--- src/common/ssp_pkg.sv ---
// Shared constants and types for the synchronous serial shift port
package ssp_pkg;
  // Register indices; byte address is four times the index
  localparam logic [31:0] SSP_IDX_RATE_B = 32'hfffff256;
  localparam logic [31:0] SSP_IDX_RATE_A = 32'hfffff257;
  localparam logic [31:0] SSP_IDX_CTRL = 32'hfffff250;
  localparam logic [31:0] SSP_IDX_DATA = 32'hfffff251;
  localparam logic [31:0] SSP_IDX_STAT = 32'hfffff252;
  // Control register fields
  localparam int SSP_CTRL_START = 7;
  localparam int SSP_CTRL_INH = 6;
  localparam int SSP_CTRL_MODE_LO = 4;
  localparam int SSP_CTRL_SEL_LO = 0;
  // Rate register fields
  localparam int SSP_RATE_A_IDLE = 6;
  localparam int SSP_RATE_B_CLKEN = 7;
  // Status register fields
  localparam int SSP_STAT_XFER = 3;
  localparam int SSP_STAT_SHIFT = 2;
  // Mode and clock select encodings
  localparam logic [1:0] SSP_MODE_TX = 2'h0;
  localparam logic [1:0] SSP_MODE_RX = 2'h1;
  localparam logic [1:0] SSP_MODE_TXRX = 2'h2;
  localparam logic [2:0] SSP_SEL_EXT = 3'h7;
  localparam logic [2:0] SSP_BIT_LAST = 3'h7;
  localparam logic [2:0] SSP_BIT_FIRST = 3'h0;
  localparam logic [7:0] SSP_BYTE_ZERO = 8'h00;
  localparam logic [31:0] SSP_WORD_ZERO = 32'h00000000;

  typedef enum logic [2:0] {
    SSP_IDLE = 3'h1,
    SSP_SHIFT = 3'h2,
    SSP_WAIT = 3'h4
  } ssp_state_t;

  function automatic logic ssp_hit(input logic [31:0] addr, input logic [31:0] idx);
    return addr == {idx[29:0], 2'h0};
  endfunction
endpackage

--- src/rtl/ssp_clk_div.sv ---
// Internal serial clock divider, seven selectable rates
`timescale 1ns/10ps
module ssp_clk_div
  import ssp_pkg::*;
#(
  parameter int CW = 8
) (
  input wire logic pclk,
  input wire logic presetn,
  input wire logic run,
  input wire logic [2:0] sel,
  output logic tick
);
  typedef struct packed {
    logic [CW-1:0] cnt;
    logic tick;
  } ssp_div_st_t;

  ssp_div_st_t st_ff;
  ssp_div_st_t nxt_st;
  logic [CW-1:0] mask;

  // Half period of 2^(sel+1) cycles
  function automatic logic [CW-1:0] half_mask(input logic [2:0] s);
    logic [CW:0] one;
    one = {{CW{1'b0}}, 1'b1};
    return CW'((one << (s + 3'h1)) - one);
  endfunction

  always_comb begin
    mask = half_mask(sel);
    nxt_st.cnt = run ? CW'(st_ff.cnt + 1'b1) : '0;
    nxt_st.tick = run && ((st_ff.cnt & mask) == mask);
  end

  always_ff @(posedge pclk or negedge presetn) begin
    if (!presetn) begin
      st_ff <= '0;
    end else begin
      st_ff <= nxt_st;
    end
  end

  assign tick = st_ff.tick;
endmodule

--- src/rtl/ssp_sync.sv ---
// Two-stage synchroniser for pin inputs
`timescale 1ns/10ps
module ssp_sync
  import ssp_pkg::*;
#(
  parameter int W = 2
) (
  input wire logic pclk,
  input wire logic presetn,
  input wire logic [W-1:0] din,
  output logic [W-1:0] dout
);
  typedef struct packed {
    logic [W-1:0] s1;
    logic [W-1:0] s2;
  } ssp_sync_st_t;

  ssp_sync_st_t st_ff;
  ssp_sync_st_t nxt_st;

  always_comb begin
    nxt_st.s1 = din;
    nxt_st.s2 = st_ff.s1;
  end

  always_ff @(posedge pclk or negedge presetn) begin
    if (!presetn) begin
      st_ff <= '0;
    end else begin
      st_ff <= nxt_st;
    end
  end

  assign dout = st_ff.s2;
endmodule

--- src/rtl/ssp_top.sv ---
// Synchronous serial shift port with APB register access
// Notes on behaviour
// - Select 111 uses external clock pin
// - Internal clock driven out, idles high
// - Internal clock halts while software lags
// - Transmit on falling edge, receive rising
// - Two-bit mode field picks three modes
// - Start loads buffer, shifts out LSB first
// - Load empties buffer, raises empty interrupt
// - Transmit internal clock waits for new data
// - Output holds last bit until first fall
// - Cleared start finishes byte, then flag clears
// - Inhibit aborts at once, clears flag
// - Receive LSB first, buffer full interrupt
// - Receive internal clock waits for read
// - Receive external clock never waits
// - Cleared start completes byte, then flag clears
// - Mode change discards buffer contents
// - Rate bit 7 enables clock, resets 0
// - Status shows transfer and shift flags
//
// The APB register port was left to the implementer.
`timescale 1ns/10ps
module ssp_top
  import ssp_pkg::*;
#(
  parameter int DIV_W = 8
) (
  input wire logic pclk,
  input wire logic presetn,
  input wire logic psel,
  input wire logic penable,
  input wire logic pwrite,
  input wire logic [31:0] paddr,
  input wire logic [31:0] pwdata,
  output logic [31:0] prdata,
  output logic pready,
  output logic pslverr,
  input wire logic sck_in,
  output logic sck_out,
  output logic sck_oe,
  input wire logic si,
  output logic so,
  output logic buffer_empty_irq,
  output logic buffer_full_irq
);
  typedef struct packed {
    ssp_state_t st;
    logic [7:0] shreg;
    logic [7:0] dbuf;
    logic buf_full;
    logic tx_ready;
    logic [2:0] bitcnt;
    logic start;
    logic inhibit;
    logic [1:0] mode;
    logic [2:0] sel;
    logic idle_en;
    logic clk_en;
    logic sck_out;
    logic sck_oe;
    logic so;
    logic sck_prev;
    logic stop_after;
    logic empty_irq;
    logic full_irq;
    logic pready;
    logic pslverr;
    logic [31:0] prdata;
  } ssp_top_st_t;

  ssp_top_st_t st_ff;
  ssp_top_st_t nxt_st;
  logic [1:0] pins_s;
  logic sck_s;
  logic si_s;
  logic tick;
  logic internal;
  logic rise;
  logic fall;
  logic wr_acc;
  logic rd_acc;
  logic [7:0] shifted;
  logic tx_mode;
  logic rx_mode;
  logic byte_end;

  ssp_sync #(.W(2)) u_sync (
    .pclk(pclk),
    .presetn(presetn),
    .din({sck_in, si}),
    .dout(pins_s)
  );

  ssp_clk_div #(.CW(DIV_W)) u_div (
    .pclk(pclk),
    .presetn(presetn),
    .run(internal && st_ff.clk_en && st_ff.st == SSP_SHIFT),
    .sel(st_ff.sel),
    .tick(tick)
  );

  assign sck_s = pins_s[1];
  assign si_s = pins_s[0];

  always_comb begin
    nxt_st = st_ff;
    internal = st_ff.sel != SSP_SEL_EXT;
    tx_mode = st_ff.mode != SSP_MODE_RX;
    rx_mode = st_ff.mode != SSP_MODE_TX;
    // Edges of the serial clock, own or external
    fall = internal ? (tick && st_ff.sck_out) : (st_ff.sck_prev && !sck_s);
    rise = internal ? (tick && !st_ff.sck_out) : (!st_ff.sck_prev && sck_s);
    // si lands two cycles late; receive needs select 1 or slower
    shifted = {si_s, st_ff.shreg[7:1]};
    byte_end = 1'b0;
    wr_acc = psel && penable && st_ff.pready && pwrite;
    rd_acc = psel && penable && st_ff.pready && !pwrite;
    nxt_st.sck_prev = sck_s;
    nxt_st.sck_oe = internal;
    nxt_st.empty_irq = 1'b0;
    nxt_st.full_irq = 1'b0;

    // APB setup phase: answer in the following access cycle
    nxt_st.pready = psel && !penable;
    nxt_st.pslverr = 1'b0;
    if (psel && !penable) begin
      nxt_st.prdata = SSP_WORD_ZERO;
      if (ssp_hit(paddr, SSP_IDX_CTRL)) begin
        nxt_st.prdata[SSP_CTRL_START] = st_ff.start;
        nxt_st.prdata[SSP_CTRL_INH] = st_ff.inhibit;
        nxt_st.prdata[SSP_CTRL_MODE_LO +: 2] = st_ff.mode;
        nxt_st.prdata[SSP_CTRL_SEL_LO +: 3] = st_ff.sel;
      end else if (ssp_hit(paddr, SSP_IDX_DATA)) begin
        nxt_st.prdata[7:0] = st_ff.dbuf;
      end else if (ssp_hit(paddr, SSP_IDX_STAT)) begin
        nxt_st.prdata[SSP_STAT_XFER] = st_ff.st != SSP_IDLE;
        nxt_st.prdata[SSP_STAT_SHIFT] = st_ff.st == SSP_SHIFT;
      end else if (ssp_hit(paddr, SSP_IDX_RATE_A)) begin
        nxt_st.prdata[SSP_RATE_A_IDLE] = st_ff.idle_en;
      end else if (ssp_hit(paddr, SSP_IDX_RATE_B)) begin
        nxt_st.prdata[SSP_RATE_B_CLKEN] = st_ff.clk_en;
      end else begin
        nxt_st.pslverr = 1'b1;
      end
    end else begin
      nxt_st.pslverr = st_ff.pslverr && psel && penable && !st_ff.pready;
    end

    // Register writes and read side effects
    if (wr_acc && ssp_hit(paddr, SSP_IDX_CTRL)) begin
      nxt_st.start = pwdata[SSP_CTRL_START];
      nxt_st.inhibit = pwdata[SSP_CTRL_INH];
      nxt_st.mode = pwdata[SSP_CTRL_MODE_LO +: 2];
      nxt_st.sel = pwdata[SSP_CTRL_SEL_LO +: 3];
      if (pwdata[SSP_CTRL_MODE_LO +: 2] != st_ff.mode) begin
        nxt_st.buf_full = 1'b0;
        nxt_st.tx_ready = 1'b0;
      end
    end
    if (wr_acc && ssp_hit(paddr, SSP_IDX_DATA)) begin
      nxt_st.dbuf = pwdata[7:0];
      nxt_st.tx_ready = 1'b1;
    end
    if (rd_acc && ssp_hit(paddr, SSP_IDX_DATA)) begin
      nxt_st.buf_full = 1'b0;
    end
    if (wr_acc && ssp_hit(paddr, SSP_IDX_RATE_A)) begin
      nxt_st.idle_en = pwdata[SSP_RATE_A_IDLE];
    end
    if (wr_acc && ssp_hit(paddr, SSP_IDX_RATE_B)) begin
      nxt_st.clk_en = pwdata[SSP_RATE_B_CLKEN];
    end

    // Shift engine; hardware events take priority over bus clears
    case (st_ff.st)
      SSP_IDLE: begin
        nxt_st.sck_out = 1'b1;
        nxt_st.bitcnt = SSP_BIT_FIRST;
        nxt_st.stop_after = 1'b0;
        if (st_ff.start && !st_ff.inhibit) begin
          if (tx_mode) begin
            if (st_ff.tx_ready) begin
              nxt_st.shreg = st_ff.dbuf;
              nxt_st.tx_ready = 1'b0;
              nxt_st.empty_irq = 1'b1;
              nxt_st.st = SSP_SHIFT;
            end
          end else if (internal && st_ff.buf_full) begin
            nxt_st.st = SSP_WAIT;
          end else begin
            nxt_st.st = SSP_SHIFT;
          end
        end
      end
      SSP_SHIFT: begin
        if (internal && tick) begin
          nxt_st.sck_out = !st_ff.sck_out;
        end
        if (fall && tx_mode) begin
          nxt_st.so = st_ff.shreg[0];
        end
        if (rise) begin
          nxt_st.shreg = shifted;
          nxt_st.bitcnt = 3'(st_ff.bitcnt + 3'h1);
          byte_end = st_ff.bitcnt == SSP_BIT_LAST;
        end
        if (byte_end) begin
          if (rx_mode) begin
            nxt_st.dbuf = shifted;
            nxt_st.buf_full = 1'b1;
            nxt_st.full_irq = 1'b1;
          end
          if (!st_ff.start || st_ff.stop_after) begin
            nxt_st.st = SSP_IDLE;
          end else if (internal) begin
            if (tx_mode && st_ff.tx_ready && !rx_mode) begin
              nxt_st.shreg = st_ff.dbuf;
              nxt_st.tx_ready = 1'b0;
              nxt_st.empty_irq = 1'b1;
            end else begin
              nxt_st.st = SSP_WAIT;
            end
          end else if (tx_mode && st_ff.tx_ready) begin
            nxt_st.shreg = st_ff.dbuf;
            nxt_st.tx_ready = 1'b0;
            nxt_st.empty_irq = 1'b1;
          end else if (tx_mode) begin
            nxt_st.stop_after = 1'b1;
          end
        end
      end
      SSP_WAIT: begin
        nxt_st.sck_out = 1'b1;
        if (!st_ff.start) begin
          nxt_st.st = SSP_IDLE;
        end else if (st_ff.mode == SSP_MODE_RX) begin
          if (!st_ff.buf_full) begin
            nxt_st.st = SSP_SHIFT;
          end
        end else if (st_ff.tx_ready && !st_ff.buf_full) begin
          nxt_st.shreg = st_ff.dbuf;
          nxt_st.tx_ready = 1'b0;
          nxt_st.empty_irq = 1'b1;
          nxt_st.st = SSP_SHIFT;
        end
      end
      default: begin
        nxt_st.st = SSP_IDLE;
      end
    endcase

    // Buffer write in a load cycle stays pending
    if (wr_acc && ssp_hit(paddr, SSP_IDX_DATA)) begin
      nxt_st.tx_ready = 1'b1;
    end

    // Abort has the last word
    if (st_ff.inhibit) begin
      nxt_st.st = SSP_IDLE;
      nxt_st.bitcnt = SSP_BIT_FIRST;
      nxt_st.sck_out = 1'b1;
      nxt_st.stop_after = 1'b0;
    end
    if (wr_acc && ssp_hit(paddr, SSP_IDX_CTRL) && pwdata[SSP_CTRL_INH]) begin
      nxt_st.st = SSP_IDLE;
      nxt_st.bitcnt = SSP_BIT_FIRST;
      nxt_st.sck_out = 1'b1;
      nxt_st.full_irq = 1'b0;
      nxt_st.buf_full = st_ff.buf_full && !byte_end;
    end
  end

  always_ff @(posedge pclk or negedge presetn) begin
    if (!presetn) begin
      st_ff <= '0;
      st_ff.st <= SSP_IDLE;
      st_ff.sck_out <= 1'b1;
      st_ff.sck_prev <= 1'b1;
      st_ff.sel <= SSP_SEL_EXT;
      st_ff.shreg <= SSP_BYTE_ZERO;
    end else begin
      st_ff <= nxt_st;
    end
  end

  assign prdata = st_ff.prdata;
  assign pready = st_ff.pready;
  assign pslverr = st_ff.pslverr;
  assign sck_out = st_ff.sck_out;
  assign sck_oe = st_ff.sck_oe;
  assign so = st_ff.so;
  assign buffer_empty_irq = st_ff.empty_irq;
  assign buffer_full_irq = st_ff.full_irq;
endmodule

--- config.mk ---
export PLATFORM = sky130hd
export DESIGN_NAME = ssp_top
export DESIGN_NICKNAME = d
export VERILOG_FILES = /design/src/common/ssp_pkg.sv /design/src/rtl/ssp_clk_div.sv /design/src/rtl/ssp_sync.sv /design/src/rtl/ssp_top.sv
export SDC_FILE = /design/constraint.sdc
export NUM_CORES = 1
export LEC_CHECK = 0
export ABC_AREA = 1
export BUFFER_PORTS_ARGS = -buffer_cell sky130_fd_sc_hd__buf_4
export CORE_ASPECT_RATIO = 0.7
export CORE_MARGIN = 2
export CORE_UTILIZATION = 50
export CTS_CLUSTER_DIAMETER = 100
export DETAILED_ROUTE_END_ITERATION = 7
export PLACE_DENSITY = 0.77
export SETUP_SLACK_MARGIN = 0.5
export SYNTH_ARGS = -nofsm -noshare
export SYNTH_HDL_FRONTEND = slang
export SYNTH_HIERARCHICAL = 1
export SYNTH_SLANG_ARGS = --single-unit
--- constraint.sdc ---
create_clock -name pclk -period 4.6 [get_ports pclk]
set_clock_uncertainty 0.05 [all_clocks]
set_input_delay 0.46 -clock pclk [delete_from_list [all_inputs] [get_ports pclk]]
set_output_delay 0.46 -clock pclk [all_outputs]
set_load 0.005 [all_outputs]
Yosys cells after proc, flatten, opt, wreduce, memory -nomap -nowiden
Index checks and enable logic that the tools add are counted.
{"block": "totals", "ff_bits": 63, "inputBits": 71, "out_inout_bits": 39}
{"block": "classes", "add_sub_neg": 4, "eq_ne": 35, "shifts": 1, "n_mux": 96, "n_bitwise": 1, "n_reduce_logical": 53}
{"op": "32-bit equality test (second input constant)", "n": 5}
{"op": "8-bit 2-to-1 mux", "n": 10}
{"op": "1-bit 2-to-1 mux", "n": 48}
{"op": "3-bit 2-to-1 mux", "n": 15}
{"op": "11-bit 2-to-1 mux", "n": 3}
{"op": "1-bit logical AND", "n": 29}
{"op": "8-bit case mux with 3 select lines", "n": 1}
{"op": "21-bit 2-to-1 mux", "n": 1}
{"op": "2-bit 2-to-1 mux", "n": 9}
{"op": "9-bit 2-to-1 mux", "n": 2}
{"op": "3-bit inequality test (second input constant)", "n": 5}
{"op": "7-bit AND reduction", "n": 2}
{"op": "2-bit inequality test (second input constant)", "n": 6}
{"op": "6-bit inequality test (second input constant)", "n": 2}
{"op": "1-bit logical NOT", "n": 11}
{"op": "3-bit case mux with 3 select lines", "n": 1}
{"op": "8-bit by 1-bit adder with 8-bit output (second input constant)", "n": 1}
{"op": "8-bit bitwise AND", "n": 1}
{"op": "8-bit equality test", "n": 1}
{"op": "4-bit by 2-bit inequality test with 1-bit output (second input constant)", "n": 2}
{"op": "4-bit nonzero test", "n": 2}
{"op": "1-bit by 3-bit left shift with 8-bit output (first input constant)", "n": 1}
{"op": "8-bit by 1-bit subtractor with 8-bit output (second input constant)", "n": 1}
{"op": "3-bit by 1-bit adder with 3-bit output (second input constant)", "n": 2}
{"op": "23 further kinds", "n": 29}

Depth between registers and ports, before layout
Gate-level depths: netlist (run 1).
{"block": "logic_depth", "ltp_word": 13, "ltp_mapped": 12, "ltp_nobuf": 12}

Cells and area by module
The synthesis (run 1) kept the hierarchy.
{"mod": "ssp_top", "instances": 1, "cells_each": 480, "area_per_inst_um2": 3316.9}
{"mod": "ssp_clk_div", "instances": 1, "cells_each": 96, "area_per_inst_um2": 656.9}
{"mod": "ssp_sync", "instances": 1, "cells_each": 4, "area_per_inst_um2": 100.1}

Least setup slack after synthesis (run 1)
No wires, ideal clock.
{"block": "synth_path", "path_type": "reg-to-reg", "startpoint": "register, netlist name st_ff[44]", "endpoint": "register st_ff[55] in the netlist's numbering", "setup_ns": 0.113, "arrival_ns": 1.644, "slack_ns": 2.793, "stages_incl_launch_ff": 11, "path_buffers": 0, "period_less_slack_ns": 1.807, "cell_sequence": "dfstp_2 > nand3_2 > inv_2 > nand2_1 > o21ai_2 > nand3_2 > nor2_4 > inv_2 > or2_0 > nand2_1 > inv_1"}
{"element": "to (signal assigned)", "line": "ssp_top.sv:283", "rtl": "st_ff <= nxt_st;"}
{"element": "to (decl)", "line": "ssp_top.sv:72", "rtl": "ssp_top_st_t st_ff;"}

==> results.toml, run 1 <==
[outcome]
status = "completed"

[clocking]
ctsHoldBuffers = 0
cts_resized = 0
cts_tree = "yes"
clk_latency_ns = 0.34
htreeDepth = 3
cts_max_path_buffers = 2
numCtsBuffers = 9
cts-root-buf = "clkbuf_16"
cts_setup_buffers = 0
cts.clk_slew.worst_paths_ns = 0.06
cts_sinks = 63

[grt]
grtUsageMet2_pct = 39.1
grt_use_total_pct = 25.1
gr-total-overflow = 0
antenna_found_initial = 0
use_met3_pct = 6.38
grt_pass1_wl_mm = 17.5
grt_use_met1_pct = 34.4
grt_max_degree = 64
grt_pass1_vias = 3769
grt-busiest-layer = "met2"

[placement]
dpl-instance-area_um2 = 4470
io_buffers = 61
dp_hpwl_mm = 8.04
routabilityCongestion = 0.935
dp_cells = 725

[worst_setup_path]
startpoint_type = "register"
crit_chain = "nand3_2 > inv_2 > nand2_1 > o21ai_2 > nand3_2 > nor2_4 > inv_2 > or2_0 > nand2_1 > inv_1"
worstReg2RegStart = "st_ff[43]$_DFFE_PN1N_"
crit_fanout = 21
cp_data_required_time_ns = 4.78
end_kind = "register"
arrival_ns = 2.85
r2r_slack_ns = 1.93
reg2regPathDepth = 10
r2r-end = "st_ff[56]$_DFF_PN0_"
slowest_delay_ns = 0.67
crit_slowest_cell = "dfstp_2"
crit_type = "register to register"

[timing]
relSlewSlack_pct = 45.1
setup_viol_count_final = 0
max_freq_ghz = 0.375
timing.final.crit_period_ns = 2.67
fin_setup_tns_ns = 0
hold_viol_final = 0
period_share_pct = 58.0
worst_pin_slew_ns = 0.824
rsz0062_at_grt = "no"
slew_violations = 0

[floorplanning]
ios = 110
die_x_um = 112
die-area_um2 = 8900
dieHeight_um = 79.5
core_area_um2 = 7870
rows = 27
start_util_pct = 51.8

[finish]
final_common_cell = "nand2_1"
n_antenna_cell = 0
n_fill_cell = 724
areaGrowthSynthToFinish_pct = 17.2
final_layout_size_suffix_gt1_share_pct = 17.8
fin_area_um2 = 4770
nets = 713
area.sequential_um2 = 1580
stdcell_count = 741
multiInputGateArea_um2 = 2010
final_cell_mix = "nand2_1 (172), inv_1 (63), buf_4 (63)"

[synth]
yosysWarnings = 6
yosysSeqAreaShare_pct = 38.9
syn_avg_cell_area_um2 = 7.02
synth_top_area_cell = "dfrtp_1"
netlist_area_um2 = 4070
synth_edf_count = 0
ys_seq_elements = 63
synth_cells = 580
synth_flop_cell = "dfrtp_1"
synth_async_sr_flop_share_pct = 100
yosys.area.top_type_share_pct = 35.0
ys_types = 35
synthTopCellsByArea = "dfrtp_1 (35%), nand2_1 (16%), nand3_1 (7.5%), buf_4 (5.9%), inv_1 (5.8%)"

[power]
p_comb_share_pct = 5.3
ir_worst_vdd_uv = 273
switching_power_w = 0.000297
pwr-share-seq_pct = 42.3
leakage_nw = 2.44
p_per_area_nw_per_um2 = 277
pwr-share-clk_pct = 52.3
switching_share_pct = 22.4
power_w = 0.00132
p_int_w = 0.00103

[hold_path]
hp-class = "input pin to asynchronous set/reset pin"

[route]
drc = 0
wl_per_cell_um = 14.2
drt_pass1_iterations = 5
drt_iter0_markers = 410
antenna_left = 0
vias = 3951
drt-total-wl_mm = 10.5
viasPerCell = 5.33

[job]
cap_violations = 0
## metal layers
metal  routed length (um)  vias up
li1                     -     1933
met1                 4890     1850
met2                 4710      155
met3                  788       13
met4                  162        0
met5                    0        -
## Yosys cell counts, types with 4 or more instances
cell / number
nor2_1: 53
dfrtp_1: 57
nand4_1: 14
a21oi_1: 15
inv_1: 63
o21ai_0: 26
inv_2: 7
dfstp_2: 6
nor2_2: 4
ha_1: 7
buf_2: 5
nand3_1: 61
nand3_2: 4
o21ai_2: 4
o211ai_1: 9
nand2_1: 172
buf_4: 32
nor3_1: 12
## layout make-up
class | instances | share of cell area [%]
Timing Repair Buffer | 63 | 9.91
Inverter | 72 | 5.66
Tap cell | 101 | 2.65
Clock buffer | 10 | 5.01
Clock inverter | 6 | 1.44
Multi-Input combinational cell | 426 | 42.2
Sequential cell | 63 | 33.2
## flip-flops by register name, summed over array words and instances (netlist names)
name,cells
u_div/tick,1
u_div/st_ff,8
pready,1
sck_oe,1
prdata,8
buffer_empty_irq,1
u_sync/dout,2
st_ff,28
sck_out,1
buffer_full_irq,1
pslverr,1
shifted,7
u_sync/nxt_st,2
so,1
## worst max-delay path: cells and delay by family, from the launching register on
kind                   cells  cell delay [ns]
AO/OA/AOI/OAI              1             0.32
flip-flops                 1             0.67
buffers and inverters      3             0.34
AND/OR/NAND/NOR            6             1.16
## worst max-delay path by stage
| stage | to | startpoint |
|---|---|---|
| 2_1_floorplan | st_ff[55]$_DFF_PN0_ | st_ff[44]$_DFFE_PN1N_ |
| 3_3_place_gp | st_ff[53]$_DFF_PN0_ | st_ff[43]$_DFFE_PN1N_ |
| 3_5_place_dp | st_ff[53]$_DFF_PN0_ | st_ff[45]$_DFFE_PN1N_ |
| 4_1_cts | st_ff[56]$_DFF_PN0_ | st_ff[45]$_DFFE_PN1N_ |
| 5_1_grt | st_ff[56]$_DFF_PN0_ | st_ff[45]$_DFFE_PN1N_ |
| 6_report | st_ff[56]$_DFF_PN0_ | st_ff[43]$_DFFE_PN1N_ |
## cell families (layout without fill, tap and decap cells)
kind of cell	after synthesis	count (layout)	share of synthesized area, %
AO/OA/AOI/OAI	61	61	8.57
adder cells (fa/ha/maj)	7	7	2.15
flip-flops	63	63	38.9
AND/OR/NAND/NOR	333	333	36.2
multiplexers	1	1	0.276
buffers and inverters	114	151	13.8
other	1	24	0.0920
## metrics by stage
stage               hold WS [ns]  utilization [%]  worst slack (ns)
detailed placement         0.292             56.7              1.99
CTS                        0.175             60.7              1.96
finish                     0.158             60.7              1.93
global placement           0.287             56.7              2.09
global route               0.169             60.7              1.73
floorplan                  0.114                -              2.79
## power groups by stage
stage	clock network (W)	registers, W	logic (W)
floorplan	0	0.000569	0.0000330
global placement	0	0.000570	0.0000682
detailed placement	0	0.000570	0.0000704
CTS	0.000703	0.000560	0.0000706
global route	0.000729	0.000560	0.0000793
finish	0.000692	0.000560	0.0000707
Power figures use the tool's default switching activity.
==> run 2, diff against run 1 <==
--- a/config.mk
+++ b/config.mk
@@ -9,7 +9,7 @@
 export BUFFER_PORTS_ARGS = -buffer_cell sky130_fd_sc_hd__buf_4
 export CORE_ASPECT_RATIO = 0.7
 export CORE_MARGIN = 2
-export CORE_UTILIZATION = 50
+export CORE_UTILIZATION = 48
 export CTS_CLUSTER_DIAMETER = 100
 export DETAILED_ROUTE_END_ITERATION = 7
 export PLACE_DENSITY = 0.77
==> constraint.sdc (replaced) <==
create_clock -name pclk -period 2.2 [get_ports pclk]
set_clock_uncertainty 0.05 [all_clocks]
set_input_delay 0.22 -clock pclk [delete_from_list [all_inputs] [get_ports pclk]]
set_output_delay 0.22 -clock pclk [all_outputs]
set_load 0.005 [all_outputs]
==> run 2 against run 1 <==
  * Register-to-register slack got worse by 1.5 ns
  * Worst hold slack got worse by 0.089 ns
  * Global-route usage rose by 0.14 points
  * Critical path depth did not move
  * Total power rose by 120%
  * Setup slack got worse by 1.5 ns
  * Maximum frequency rose by 49%
  * Combinational power rose by 110%
  * Utilization rose by 4.5 points
  * First-iteration DRC count rose by 12%
  * Critical path type unchanged
  * Critical endpoint unchanged
  * Highest routed layer unchanged
==> results.toml, run 2 (same netlist as run 1, synthesis figures left out) <==
[outcome]
status = "completed"

[power]
p_comb_share_pct = 5.3
switching_share_pct = 21.4
leakage_nw = 2.75
pwr-share-seq_pct = 40.7
switching_power_w = 0.000617
ir_worst_vdd_uv = 513
pwr-share-clk_pct = 54.0
p_int_w = 0.00226
p_per_area_nw_per_um2 = 529

[route]
drc = 0
vias = 4162
wl_per_cell_um = 15.0
antenna_left = 0
drt_pass1_iterations = 5
drt_iter0_markers = 461
drt-total-wl_mm = 11.8
viasPerCell = 5.31

[worst_setup_path]
cp_data_required_time_ns = 2.38
arrival_ns = 1.98
crit_type = "register to register"
startpoint_type = "register"
crit_fanout = 8
end_kind = "register"
reg2regPathDepth = 10
r2r_slack_ns = 0.41
r2r-end = "st_ff[56]$_DFF_PN0_"
worstReg2RegStart = "st_ff[45]$_DFFE_PN1N_"

[finish]
nets = 752
stdcell_count = 784
largest_register_ffs = 28
regMostFlops = "st_ff"
multiInputGateArea_um2 = 2280
areaGrowthSynthToFinish_pct = 33.4
final_common_cell = "nand2_1"
area.sequential_um2 = 1590
final_layout_size_suffix_gt1_share_pct = 29.9
final_cell_mix = "nand2_1 (156), buf_4 (89), dfrtp_1 (56)"
n_antenna_cell = 0
n_fill_cell = 683

[clocking]
cts_max_path_buffers = 2
cts_tree = "yes"
cts_sinks = 63
cts.clk_slew.worst_paths_ns = 0.06
htreeDepth = 3
numCtsBuffers = 9
cts-root-buf = "clkbuf_16"
clk_latency_ns = 0.34

[hold_path]
min_from = "pwdata[2]"
whs_path_depth = 3
hp-class = "input pin to register"
min_to = "st_ff[45]$_DFFE_PN1N_"

[grt]
antenna_found_initial = 0
grt_pass1_vias = 3844
grt_max_degree = 64
gr-total-overflow = 0
grt_pass1_wl_mm = 18.1
grt_use_total_pct = 25.2

[timing]
hold_viol_final = 0
relSlewSlack_pct = 47.0
timing.final.crit_period_ns = 1.79
fin_setup_tns_ns = 0
rsz0062_at_grt = "yes"
worst_pin_slew_ns = 0.795
max_freq_ghz = 0.558
slew_violations = 0
period_share_pct = 81.4
setup_viol_count_final = 0

[floorplanning]
ios = 110
dieHeight_um = 81.1
rows = 28
die-area_um2 = 9250
core_area_um2 = 8340
start_util_pct = 48.9
die_x_um = 114

[placement]
dp_cells = 738
dp_hpwl_mm = 8.00
routabilityCongestion = 0.912
io_buffers = 61

[job]
cap_violations = 0
[run 2: cell count changes in the layout (fill, tap and decap cells not counted), moves of 7 or more]
cell	previous run	this run
inv_1	63	55
nor2_1	53	45
nand2_1	172	156
nand3_1	61	54
buf_4	63	89
nand2_2	3	13
buf_6	0	8
[run 2: worst max-delay path by stage]
stage | to | slack (ns) | from | depth (start not counted)
after global routing | st_ff[56]$_DFF_PN0_ | 0.34 | st_ff[45]$_DFFE_PN1N_ | 10
after floorplan | st_ff[55]$_DFF_PN0_ | 0.40 | st_ff[44]$_DFFE_PN1N_ | 10
final | st_ff[56]$_DFF_PN0_ | 0.41 | st_ff[45]$_DFFE_PN1N_ | 10
after CTS | shifted[5]$_DFFE_PN0P_ | 0.45 | st_ff[71]$_DFFE_PN1P_ | 11
after global placement | st_ff[50]$_DFFE_PN0P_ | 0.31 | paddr[12] | 11
after detailed placement | st_ff[53]$_DFF_PN0_ | 0.25 | st_ff[71]$_DFFE_PN1P_ | 11
[run 2: layout make-up]
cell class | instances | share of cell area [%]
Clock buffer | 11 | 4.47
Clock inverter | 5 | 1.50
Inverter | 72 | 5.20
Multi-Input combinational cell | 426 | 41.9
Sequential cell | 63 | 29.2
Tap cell | 105 | 2.42
Timing Repair Buffer | 102 | 15.3
[run 2: power groups by stage]
stage / logic (W) / registers [W] / clock network, W
after floorplan: 0.0000691 / 0.00119 / 0
after global placement: 0.000141 / 0.00119 / 0
after detailed placement: 0.000145 / 0.00119 / 0
after global routing: 0.000170 / 0.00117 / 0.00162
after CTS: 0.000150 / 0.00117 / 0.00156
final: 0.000151 / 0.00117 / 0.00155
[run 2: stage by stage]
step | worst slack [ns] | hold slack (ns) | total power (W) | utilization [%] | instance area, um^2
final | 0.409 | 0.0690 | 0.00288 | 65.2 | 5430
after global routing | 0.335 | 0.0731 | 0.00296 | 65.2 | 5430
after CTS | 0.454 | 0.0607 | 0.00288 | 62.2 | 5180
after detailed placement | 0.245 | 0.281 | 0.00134 | 54.6 | 4550
after global placement | 0.307 | 0.280 | 0.00133 | 54.6 | 4550
after floorplan | 0.399 | -0.126 | 0.00126 | - | 4180
[run 2: worst max-delay path, stage by stage, from the launching register on]
cell	delay, ns
dfstp_2	0.56
nand3_4	0.14
inv_4	0.09
nand2_4	0.05
o21ai_4	0.11
nand3_4	0.13
nor2_4	0.17
inv_4	0.07
or2_0	0.21
nand2_1	0.07
inv_1	0.04
[run 2: layer usage]
layer | part of all wire, % | GRT usage (%)
met3 | 7.7 | 7.69
met4 | 1.1 | 7.20
met5 | 0 | 0
met2 | 49 | 41.0
met1 | 43 | 32.9
[run 2: what timing repair did]
item	4_1_cts	5_1_grt
hold buffers	3	0
gates resized for setup	36	51
setup endpoints to repair	25	34
buffers inserted	19	7
hold endpoints to repair	59	0
pin swaps	10	15
cloned	0	1
==> run 3, diff against run 2 <==
--- a/config.mk
+++ b/config.mk
@@ -9,7 +9,7 @@
 export BUFFER_PORTS_ARGS = -buffer_cell sky130_fd_sc_hd__buf_4
 export CORE_ASPECT_RATIO = 0.7
 export CORE_MARGIN = 2
-export CORE_UTILIZATION = 48
+export CORE_UTILIZATION = 50
 export CTS_CLUSTER_DIAMETER = 100
 export DETAILED_ROUTE_END_ITERATION = 7
 export PLACE_DENSITY = 0.77
==> constraint.sdc (replaced) <==
create_clock -name pclk -period 1.8 [get_ports pclk]
set_clock_uncertainty 0.05 [all_clocks]
set_input_delay 0.18 -clock pclk [delete_from_list [all_inputs] [get_ports pclk]]
set_output_delay 0.18 -clock pclk [all_outputs]
set_load 0.005 [all_outputs]
==> run 3 against run 2 <==
  * The flow now finishes with violations (setup timing)
  * First-iteration DRC count rose by 31%
  * Maximum frequency fell by 2.6%
  * Global-route usage increased by 2.7 points
  * Setup slack got worse by 0.45 ns
  * Critical path type unchanged
  * Largest power group unchanged
  * Highest routed layer unchanged
==> results.toml, run 3 (same netlist as run 1, synthesis figures left out) <==
[grt]
gr-total-overflow = 0
grt_pass1_vias = 4000
grt_pass1_wl_mm = 19.5
grt_max_degree = 41
antenna_found_initial = 0
grt_use_total_pct = 27.9

[timing]
hold_viol_final = 0
fin_ws_ns = -0.0391
max_freq_ghz = 0.544
worst_pin_slew_ns = 0.646
period_share_pct = 102
relSlewSlack_pct = 56.6
timing.final.crit_period_ns = 1.84
slew_violations = 0
setup_viol_count_final = 1
rsz0062_at_grt = "yes"
whs_ns = 0.0187

[clocking]
cts.clk_slew.worst_paths_ns = 0.06
clk_latency_ns = 0.34
cts_tree = "yes"
cts_max_path_buffers = 2
cts_sinks = 63
htreeDepth = 3
cts-root-buf = "clkbuf_16"
numCtsBuffers = 9

[outcome]
violations = "setup timing"
status = "finished with violations"

[finish]
final_layout_size_suffix_gt1_share_pct = 41.6
n_antenna_cell = 0
final_common_cell = "nand2_1"
n_fill_cell = 519
regMostFlops = "st_ff"
nets = 782
largest_register_ffs = 28
stdcell_count = 810
final_cell_mix = "nand2_1 (139), buf_4 (103), dfrtp_1 (56)"
areaGrowthSynthToFinish_pct = 47.7
fin_area_um2 = 6020

[route]
vias = 4540
antenna_left = 0
drt_pass1_iterations = 5
drt_iter0_markers = 606
viasPerCell = 5.60
drt-total-wl_mm = 13.8
wl_per_cell_um = 17.1
drc = 0

[floorplanning]
dieHeight_um = 79.5
ios = 110
rows = 27
die_x_um = 112
core_area_um2 = 7870
start_util_pct = 51.8
die-area_um2 = 8900

[worst_setup_path]
crit_type = "register to register"
arrival_ns = 2.02
cp_data_required_time_ns = 1.98
startpoint_type = "register"
end_kind = "register"
crit_fanout = 6

[placement]
io_buffers = 61
routabilityCongestion = 0.934
dpl-instance-area_um2 = 4720
dp_cells = 749
dp_hpwl_mm = 8.15

[power]
p_per_area_nw_per_um2 = 562
leakage_nw = 2.95
ir_worst_vdd_uv = 729

[hold_path]
hp-class = "input pin to register"

[job]
cap_violations = 0
[run 3: path summary, 6_finish.rpt]
kind | start | endpoint | slack (ns) | depth (start not counted)
worst max-delay path | st_ff[45]$_DFFE_PN1N_ | st_ff[56]$_DFF_PN0_ | -0.04 | 10
worst min-delay path | pwdata[0] | st_ff[43]$_DFFE_PN1N_ | 0.02 | 3
worst max register to register | st_ff[45]$_DFFE_PN1N_ | st_ff[56]$_DFF_PN0_ | -0.04 | 10
worst min register to register | u_sync/nxt_st[1]$_DFF_PN0_ | u_sync/dout[1]$_DFF_PN0_ | 0.30 | 0
max in group asynchronous | presetn | st_ff[44]$_DFFE_PN1N_ | 0.88 | 3
min in group asynchronous | presetn | st_ff[73]$_DFFE_PN0P_ | 0.24 | 2
[run 3: repair_timing]
item,4_1_cts,5_1_grt
gates resized for setup,72,107
cloned,2,0
setup buffers,18,22
pin swaps,32,34
setup endpoints to repair,53,56
hold buffers,3,0
hold endpoints to repair,25,0
[run 3: stage by stage]
stage	worst slack (ns)	setup TNS [ns]	util, %	total power (W)
2_1_floorplan	0.000896	0	-	0.00154
3_5_place_dp	-0.00731	-0.00731	59.9	0.00164
5_1_grt	-0.0928	-0.736	76.4	0.00348
4_1_cts	0.0736	0	69.7	0.00338
6_report	-0.0391	-0.0391	76.4	0.00338
3_3_place_gp	0.0153	0	59.9	0.00164
[run 3: per-layer routing]
metal	GRT usage (%)	share of wire, %
met4	8.64	3.6
met1	38.1	40
met3	6.45	8.5
met2	44.5	48
met5	0	0
[run 3: layout make-up]
class                           count  area (um^2)  area share (%)
Tap cell                          101          126            2.10
Sequential cell                    63         1590            26.3
Clock buffer                        9          225            3.74
Clock inverter                      7         73.8            1.23
Timing Repair Buffer              132         1150            19.2
Inverter                           72          290            4.82
Multi-Input combinational cell    426         2560            42.6
[run 3: critical path, cell delays in order (launching register included)]
cell     delay, ns
dfstp_2       0.56
nand3_4       0.13
inv_2         0.09
nand2_2       0.06
o21ai_4       0.11
nand3_4       0.12
nor2_4        0.18
inv_4         0.07
or2_0         0.20
nand2_1       0.09
inv_1         0.05
[run 3: report_power, final]
group / leakage (nW) / internal [W] / switching, W
clock network: 0.134 / 0.00107 / 0.000673
registers: 0.816 / 0.00143 / 0.00000532
logic: 2.00 / 0.0000955 / 0.000113
total: 2.95 / 0.00259 / 0.000792
